[src/design/bar_pkg.sv]
// package for the bit alias remapper: address map, transfer sizes, bus carriers
// assumes a 32-bit byte-addressed bus with a one-cycle-or-longer ready handshake
package bar_pkg;
   localparam logic [31:0] BAR_SRAM_BASE = 32'h20000000;
   localparam logic [31:0] BAR_SRAM_ALIAS = 32'h22000000;
   localparam logic [31:0] BAR_PERI_BASE = 32'h40000000;
   localparam logic [31:0] BAR_PERI_ALIAS = 32'h42000000;
   // alias region span: 32 MB alias covers 1 MB of target bytes
   localparam logic [31:0] BAR_ALIAS_MASK = 32'hFE000000;
   localparam int BAR_BYTE_LSB = 5;
   localparam int BAR_BYTE_MSB = 24;
   localparam int BAR_BIT_LSB = 2;
   localparam int BAR_BIT_MSB = 4;
   // transfer size codes
   localparam logic [1:0] BAR_SIZE_BYTE = 2'h0;
   localparam logic [1:0] BAR_SIZE_HALF = 2'h1;
   localparam logic [1:0] BAR_SIZE_WORD = 2'h2;

   typedef struct packed {
      logic valid;
      logic write;
      logic fetch;
      logic [1:0] size;
      logic [31:0] addr;
      logic [31:0] wdata;
   } bar_req_s;

   typedef struct packed {
      logic hit;
      logic [31:0] addr;
      logic [2:0] bitpos;
   } bar_map_s;
endpackage

[src/design/bar_decode.sv]
// alias address decoder: turns an alias word address into target byte and bit
// assumes a purely combinational use by the remapper top
`timescale 1ns/10ps
module bar_decode
   import bar_pkg::*;
(
   // request address and kind
   input wire logic [31:0] ADDR,
   input wire logic FETCH,
   // decoded target
   output bar_map_s MAP,
   output logic FETCH_FAULT
);
   logic in_sram;
   logic in_peri;
   logic [31:0] disp;

   // region test on the alias windows
   assign in_sram = (ADDR & BAR_ALIAS_MASK) == BAR_SRAM_ALIAS;
   assign in_peri = (ADDR & BAR_ALIAS_MASK) == BAR_PERI_ALIAS;

   assign disp = in_peri ? (ADDR - BAR_PERI_ALIAS) : (ADDR - BAR_SRAM_ALIAS);

   always_comb begin
      MAP.hit = (in_sram || in_peri) && !FETCH;
      // sram alias base lands on sram base bit 0
      MAP.addr = (in_peri ? BAR_PERI_BASE : BAR_SRAM_BASE)
         | {12'h000, disp[BAR_BYTE_MSB:BAR_BYTE_LSB]};
      MAP.bitpos = disp[BAR_BIT_MSB:BAR_BIT_LSB];
   end

   // peripheral alias fetch refused; sram alias fetch passes unmapped
   assign FETCH_FAULT = in_peri && FETCH;
endmodule

[src/design/bar_remap.sv]
// bit alias remapper: sits between the core load/store master and the target bus
// assumes targets answer with T_READY (may stall) and that T_LOCK holds others off
// assumes the core holds its request unchanged until the C_READY pulse
// one request in flight: an alias write costs two locked target transfers
//
// Behaviour
// - each alias word maps to exactly one target bit, SRAM and peripheral
// - remapped target access keeps the originating transfer width
// - alias displacement is byte offset times 32 plus bit times 4
// - alias address is alias base plus displacement; decode inverts it
// - bit field from alias address picks one of eight bits
// - alias base word decodes to bit 0 of SRAM target base byte
// - alias write sets or clears only the target bit from data bit 0
// - write data bits 31 to 1 are ignored on alias writes
// - alias read returns zero or one, zero-extended
// - SRAM alias data accesses remapped, writes as read-modify-write, fetches not
// - peripheral alias remapped for data, fetches refused
// - direct target accesses pass through unchanged
`timescale 1ns/10ps
module bar_remap
   import bar_pkg::*;
(
   // clock and reset
   input wire logic CORE_CLK,
   input wire logic RESETN,
   // core side request
   input wire logic C_VALID,
   input wire logic C_WRITE,
   input wire logic C_FETCH,
   input wire logic [1:0] C_SIZE,
   input wire logic [31:0] C_ADDR,
   input wire logic [31:0] C_WDATA,
   // core side answer
   output logic C_READY,
   output logic [31:0] C_RDATA,
   output logic C_ERROR,
   // target side request
   output logic T_VALID,
   output logic T_WRITE,
   output logic [1:0] T_SIZE,
   output logic [31:0] T_ADDR,
   output logic [31:0] T_WDATA,
   output logic T_LOCK,
   // target side answer
   input wire logic T_READY,
   input wire logic [31:0] T_RDATA
);
   typedef enum logic [2:0] {
      BAR_IDLE,
      BAR_PASS,
      BAR_RD,
      BAR_WR,
      BAR_DONE
   } bar_state_e;

   // request and its decode, held for the whole transfer
   bar_state_e state_q;
   bar_req_s req_q;
   bar_map_s map_q;
   bar_map_s map_now;
   logic fault_now;
   logic [31:0] rdata_q;
   logic err_q;
   logic [31:0] lane_mask;
   logic [31:0] lane_bit;
   logic take_now;
   logic rd_done;
   logic [31:0] wback_q;

   // decode from the live address; the result is captured with the request at take
   bar_decode u_decode (
      .ADDR(C_ADDR),
      .FETCH(C_FETCH),
      .MAP(map_now),
      .FETCH_FAULT(fault_now)
   );

   // bit position within the transfer lane: the target byte sits at its byte lane
   function automatic logic [31:0] bar_bit_of(input logic [1:0] lane, input logic [2:0] pos);
      bar_bit_of = 32'h00000001 << {lane, pos};
   endfunction

   assign lane_bit = bar_bit_of(map_q.addr[1:0], map_q.bitpos);
   // one mask serves both the bit read-back and the write-back merge
   assign lane_mask = lane_bit;

   // request accepted: only an idle remapper looks at the core side
   assign take_now = state_q == BAR_IDLE && C_VALID;
   // read phase ends at the target's answer; also where the old word is seen
   assign rd_done = state_q == BAR_RD && T_READY;

   // sequencer; one request in flight, core stalls until C_READY
   always_ff @(posedge CORE_CLK or negedge RESETN) begin
      if (!RESETN) begin
         state_q <= BAR_IDLE;
      end else begin
         unique case (state_q)
            BAR_IDLE: begin
               if (C_VALID) begin
                  if (fault_now) begin
                     state_q <= BAR_DONE;
                  end else if (map_now.hit) begin
                     state_q <= BAR_RD;
                  end else begin
                     state_q <= BAR_PASS;
                  end
               end
            end
            // pass-through: wait for the target's answer
            BAR_PASS: begin
               if (T_READY) begin
                  state_q <= BAR_DONE;
               end
            end
            // alias read phase, locked when a write-back follows
            BAR_RD: begin
               if (T_READY) begin
                  state_q <= req_q.write ? BAR_WR : BAR_DONE;
               end
            end
            // alias write-back phase
            BAR_WR: begin
               if (T_READY) begin
                  state_q <= BAR_DONE;
               end
            end
            // answer cycle: C_READY stands here for one clock
            BAR_DONE: begin
               state_q <= BAR_IDLE;
            end
            // an illegal code falls back to idle rather than holding the bus
            default: begin
               state_q <= BAR_IDLE;
            end
         endcase
      end
   end

   // capture request and its decode when accepted
   always_ff @(posedge CORE_CLK or negedge RESETN) begin
      if (!RESETN) begin
         req_q <= '0;
         map_q <= '0;
      end else if (take_now) begin
         req_q <= '{valid: 1'b1,
            write: C_WRITE,
            fetch: C_FETCH,
            size: C_SIZE,
            addr: C_ADDR,
            wdata: C_WDATA};
         map_q <= map_now;
      end
   end

   // read data and error held for the answer cycle
   always_ff @(posedge CORE_CLK or negedge RESETN) begin
      if (!RESETN) begin
         rdata_q <= '0;
         err_q <= 1'b0;
      end else if (take_now) begin
         err_q <= fault_now;
         // cleared at take so a refused fetch reads as zero
         rdata_q <= '0;
      end else if (state_q == BAR_PASS && T_READY) begin
         rdata_q <= T_RDATA;
      end else if (rd_done) begin
         rdata_q <= {31'h00000000, |(T_RDATA & lane_mask)};
      end
   end

   // merged write-back word
   // built at the read answer so T_WDATA leaves a flip-flop; only the target bit differs
   always_ff @(posedge CORE_CLK or negedge RESETN) begin
      if (!RESETN) begin
         wback_q <= '0;
      end else if (rd_done) begin
         // only data bit 0 is looked at
         wback_q <= req_q.wdata[0] ? (T_RDATA | lane_mask) : (T_RDATA & ~lane_mask);
      end
   end

   // target request drive
   always_comb begin
      T_VALID = 1'b0;
      T_WRITE = 1'b0;
      T_SIZE = req_q.size;
      T_ADDR = req_q.addr;
      T_WDATA = req_q.wdata;
      T_LOCK = 1'b0;
      unique case (state_q)
         // pass-through: address and data as the core gave them
         BAR_PASS: begin
            T_VALID = 1'b1;
            T_WRITE = req_q.write;
         end
         BAR_RD: begin
            T_VALID = 1'b1;
            T_ADDR = map_q.addr;
            T_LOCK = req_q.write;
         end
         BAR_WR: begin
            T_VALID = 1'b1;
            T_WRITE = 1'b1;
            T_ADDR = map_q.addr;
            T_LOCK = 1'b1;
            // merged word from the read phase
            T_WDATA = wback_q;
         end
         // idle and answer cycles leave the target bus quiet
         default: begin
         end
      endcase
   end

   // core answer: one-cycle ready pulse in the done state
   // decoded from the state register alone, so no path from T_READY reaches it
   assign C_READY = state_q == BAR_DONE;
   assign C_RDATA = rdata_q;
   assign C_ERROR = err_q;
endmodule

[config.mk]
export PLATFORM = sky130hd
export DESIGN_NAME = bar_remap
export DESIGN_NICKNAME = d
export VERILOG_FILES = /design/src/design/bar_pkg.sv /design/src/design/bar_decode.sv /design/src/design/bar_remap.sv
export SDC_FILE = /design/constraint.sdc
export NUM_CORES = 1
export LEC_CHECK = 0
export BUFFER_PORTS_ARGS = -buffer_cell sky130_fd_sc_hd__buf_2
export CAP_MARGIN = 0
export CORE_AREA = 2 2 126 128
export DETAILED_ROUTE_END_ITERATION = 10
export DIE_AREA = 0 0 128 130
export PLACE_DENSITY = 0.73
export SYNTH_ARGS = -nofsm -noshare
export SYNTH_HDL_FRONTEND = slang
export SYNTH_SLANG_ARGS = --single-unit
[constraint.sdc]
create_clock -name CORE_CLK -period 2.9 [get_ports CORE_CLK]
set_clock_uncertainty 0.05 [all_clocks]
set_input_delay 0.145 -clock CORE_CLK [delete_from_list [all_inputs] [get_ports CORE_CLK]]
set_output_delay 0.145 -clock CORE_CLK [all_outputs]
set_load 0.03 [all_outputs]
==> metrics.md <==
| Metric | Value |
|---|---|
| Vias | 5,758 |
| Leak | 0.00454 uW |
| Ratio of cells with drive above 1 in the final layout | 35.9% |
| #FFs+latches synth | 137 |
| R2r startpoint | req_q[37] |
| Detailed-router iteration count before antenna repair | 4 |
| Total GRT Usage | 24.3% |
| Max incr delay on CP | 510 ps |
| H-tree depth | 4 |
| Area after DPL | 8110 um^2 |
| Die Area | 16,600 um^2 |
| CP startpoint kind | register |
| Mapped Area | 7000 um^2 |
| Synth top area cells | dfrtp_1, mux2_1, mux2_2 |
| Maxcap violations | 0 |
| Outcome | finished clean |
| Adder-Cell Fraction of Synth Area | 0% |
| Number of global-route vias before repair | 5,798 |
| CP startpoint | state_q[0] |
| Crit path kind | register to output port |
| Final setup violation count | 0 |
| N_diodes | 0 |
| Yosys warning count | 0 |
| Core area | 15,400 um^2 |
| Slew margin rel. | 42.0% |
| Post-CTS Repair Setup Buffers | 0 |
| Hold Path Class | input port to register |
| Largest family of logic cells by synthesized area | multiplexers |
| Post-DP HPWL | 12,900 um |
| Worst slew pin tran | 870 ps |
| Worst path cell trace | nor2b_4, nand2_1, buf_4, mux2_2, buf_2 |
| Mux share of post-synthesis cell area | 24.2% |
| Num CTS Buffers | 17 |
| TritonCTS clock tree | built |
| Arr. time, crit path | 2240 ps |
| Vias per std cell | 5.28 |
| Async S/R FF share, synth | 100% |
| Area growth, synth to finish | 38.9% |
| GP Congestion | 0.907 |
| Synth top area share | 49.0% |
| Clock buffer depth | 2 |
| Initial antenna violation count | 0 |
| Root Driver | clkbuf_16 |
| Setup crit end kind | output port |
| Mapped Cells | 600 |
| Total power draw | 10,900 uW |
| Fin crit share | 83.9% |
| First-pass GRT wire length | 31,300 um |
| Syn Nets | 704 |
| Fin. Hold Viols | 0 |
| Most frequent cells in the layout | buf_2, dfrtp_1, dlygate4sd3_1, mux2_2, mux2_1 |
| Post-Route WL | 20,000 um |
| RSZ-0062 raised after global routing | no |
| Largest net degree at the start of global routing | 79 |
| Pins over their slew limit | 0 |
| Final core occ | 63.0% |
| XOR/XNOR Fraction of Synth Area | 0.250% |
| Synth Area in Simple Gates | 11.3% |
| Pwr per Cell Area | 1120 nW/um^2 |
| Fmax | 0.411 GHz |
| Chip width | 128 um |
| Die Y | 130 um |
| Io pins | 207 |
| Setup ws final | 468 ps |
| Worst skew pair latency | 420 ps |
| Yosys top cell by area | dfrtp_1 |
| Final nets | 991 |
| Number of I/O port buffers | 206 |
| Dominant synthesized flop cell | dfrtp_1 |
| Clk pin slew, worst setup/hold paths | 60 ps |
| Yosys cell types | 58 |
| Required @ worst endpoint | 2710 ps |
| # rows | 46 |
| Detail Route Antenna Nets | 0 |
| Setup TNS | 0 ps |
| Design area | 9720 um^2 |
| Critical Path Fanout Max | 33 |
| Max IR drop VDD | 0.000694 V |
| Final min period | 2430 ps |
| Critical path's top delay family | buffers and inverters |
| GRT Residual Overflow | 0 |
| Routed length per instance | 18.3 um |
| CTS Sinks | 137 |
| Worst path slowest cell | dfrtp_1 |
| Commonest non-fill, non-tap cell in the layout | buf_2 |
| Syn avg cell area | 11.7 um^2 |
| Hold path startpoint | C_FETCH |
| Pre-CTS WS | 674 ps |
| Initial core utilization | 45.4% |
| Sequential share of the synthesized area | 49.0% |
| DR iter-0 viols | 240 |
| Post-synth EDFFs | 0 |
| DR DRC count | 0 |
| Synth Area in Compound Gates | 10.2% |
| Critical path buffers and inverters | 2 |
worst paths after layout:
| kind | endpoint | slack, ps | cells past startpoint |
|---|---|---|---|
| worst max register to register | C_RDATA[0] | 640 | 5 |
| worst max-delay path | T_WDATA[16] | 470 | 5 |
| worst min register to register | req_q[30] | 430 | 1 |
| min in group asynchronous | req_q[4] | 280 | 2 |
| max in group asynchronous | req_q[24] | 1780 | 3 |
| worst min-delay path | state_q[1] | 40 | 4 |
cell usage after synthesis (all sizes together), types with 4 or more instances:
master / number
nand2: 30
mux2: 120
a22o: 31
a21oi: 32
buf: 43
nor2: 49
and2: 12
mux2i: 34
o21ai: 11
nand2b: 8
nor3: 6
dfrtp: 137
nand3: 9
nor3b: 7
a31oi: 5
clkbuf: 12
nand3b: 4
flip-flops by register name, summed over array words and instances, names as in the netlist:
| register | cells |
|---|---|
| C_ERROR | 1 |
| C_RDATA | 32 |
| T_SIZE | 2 |
| map_q | 2 |
| req_q | 65 |
| state_q | 3 |
| wback_q | 32 |
through the flow:
step | hold slack, ps | std cells
floorplan | -201 | 600
global placement | 184 | 959
detailed placement | 187 | 959
CTS | 21.8 | 1091
global route | 51.2 | 1091
finish | 36.5 | 1091
cell type report:
cell class / instances / area, um^2
well taps: 192 / 240
clock inverters: 7 / 116
flip-flops and latches: 137 / 3430
clock buffers: 24 / 482
repair buffers: 323 / 2220
multi-input cells: 405 / 3230
inverters: 3 / 11.3
fillers: 1212 / 5700
worst reg2reg max path, cell delays in order, from the launching register on:
cell and delay [ps]:
dfrtp_1 910, nand2b_1 300, or4_1 540, o2111ai_1 100, a2111oi_0 100, a31oi_1 190
repair_timing:
| action | in CTS | in global routing |
|---|---|---|
| resized for setup | 0 | 0 |
| hold buffers | 101 | 0 |
| endpoints found under the hold margin | 178 | 0 |
where the power goes:
part           internal (uW)  total [uW]  switching [uW]  leakage (uW)
combinational           1930        4950            3020       0.00260
sequential              2850        3700             846       0.00165
clock                   1420        2210             800      0.000290
total                   6200       10900            4660       0.00454
logic make-up after synthesis:
group,Yosys count
compound gates,99
simple gates,150
xor+xnor,2
flops,137
buf+inv,58
mux,154
metal layers:
metal	global-route usage (%)	up-vias	share of wire [%]
li1	-	2735	-
met1	30.7	2787	44
met2	40.4	213	47
met3	7.30	23	6.9
met4	7.50	0	1.5
met5	0	-	0
No activity file was read; power rests on OpenSTA's default activity.
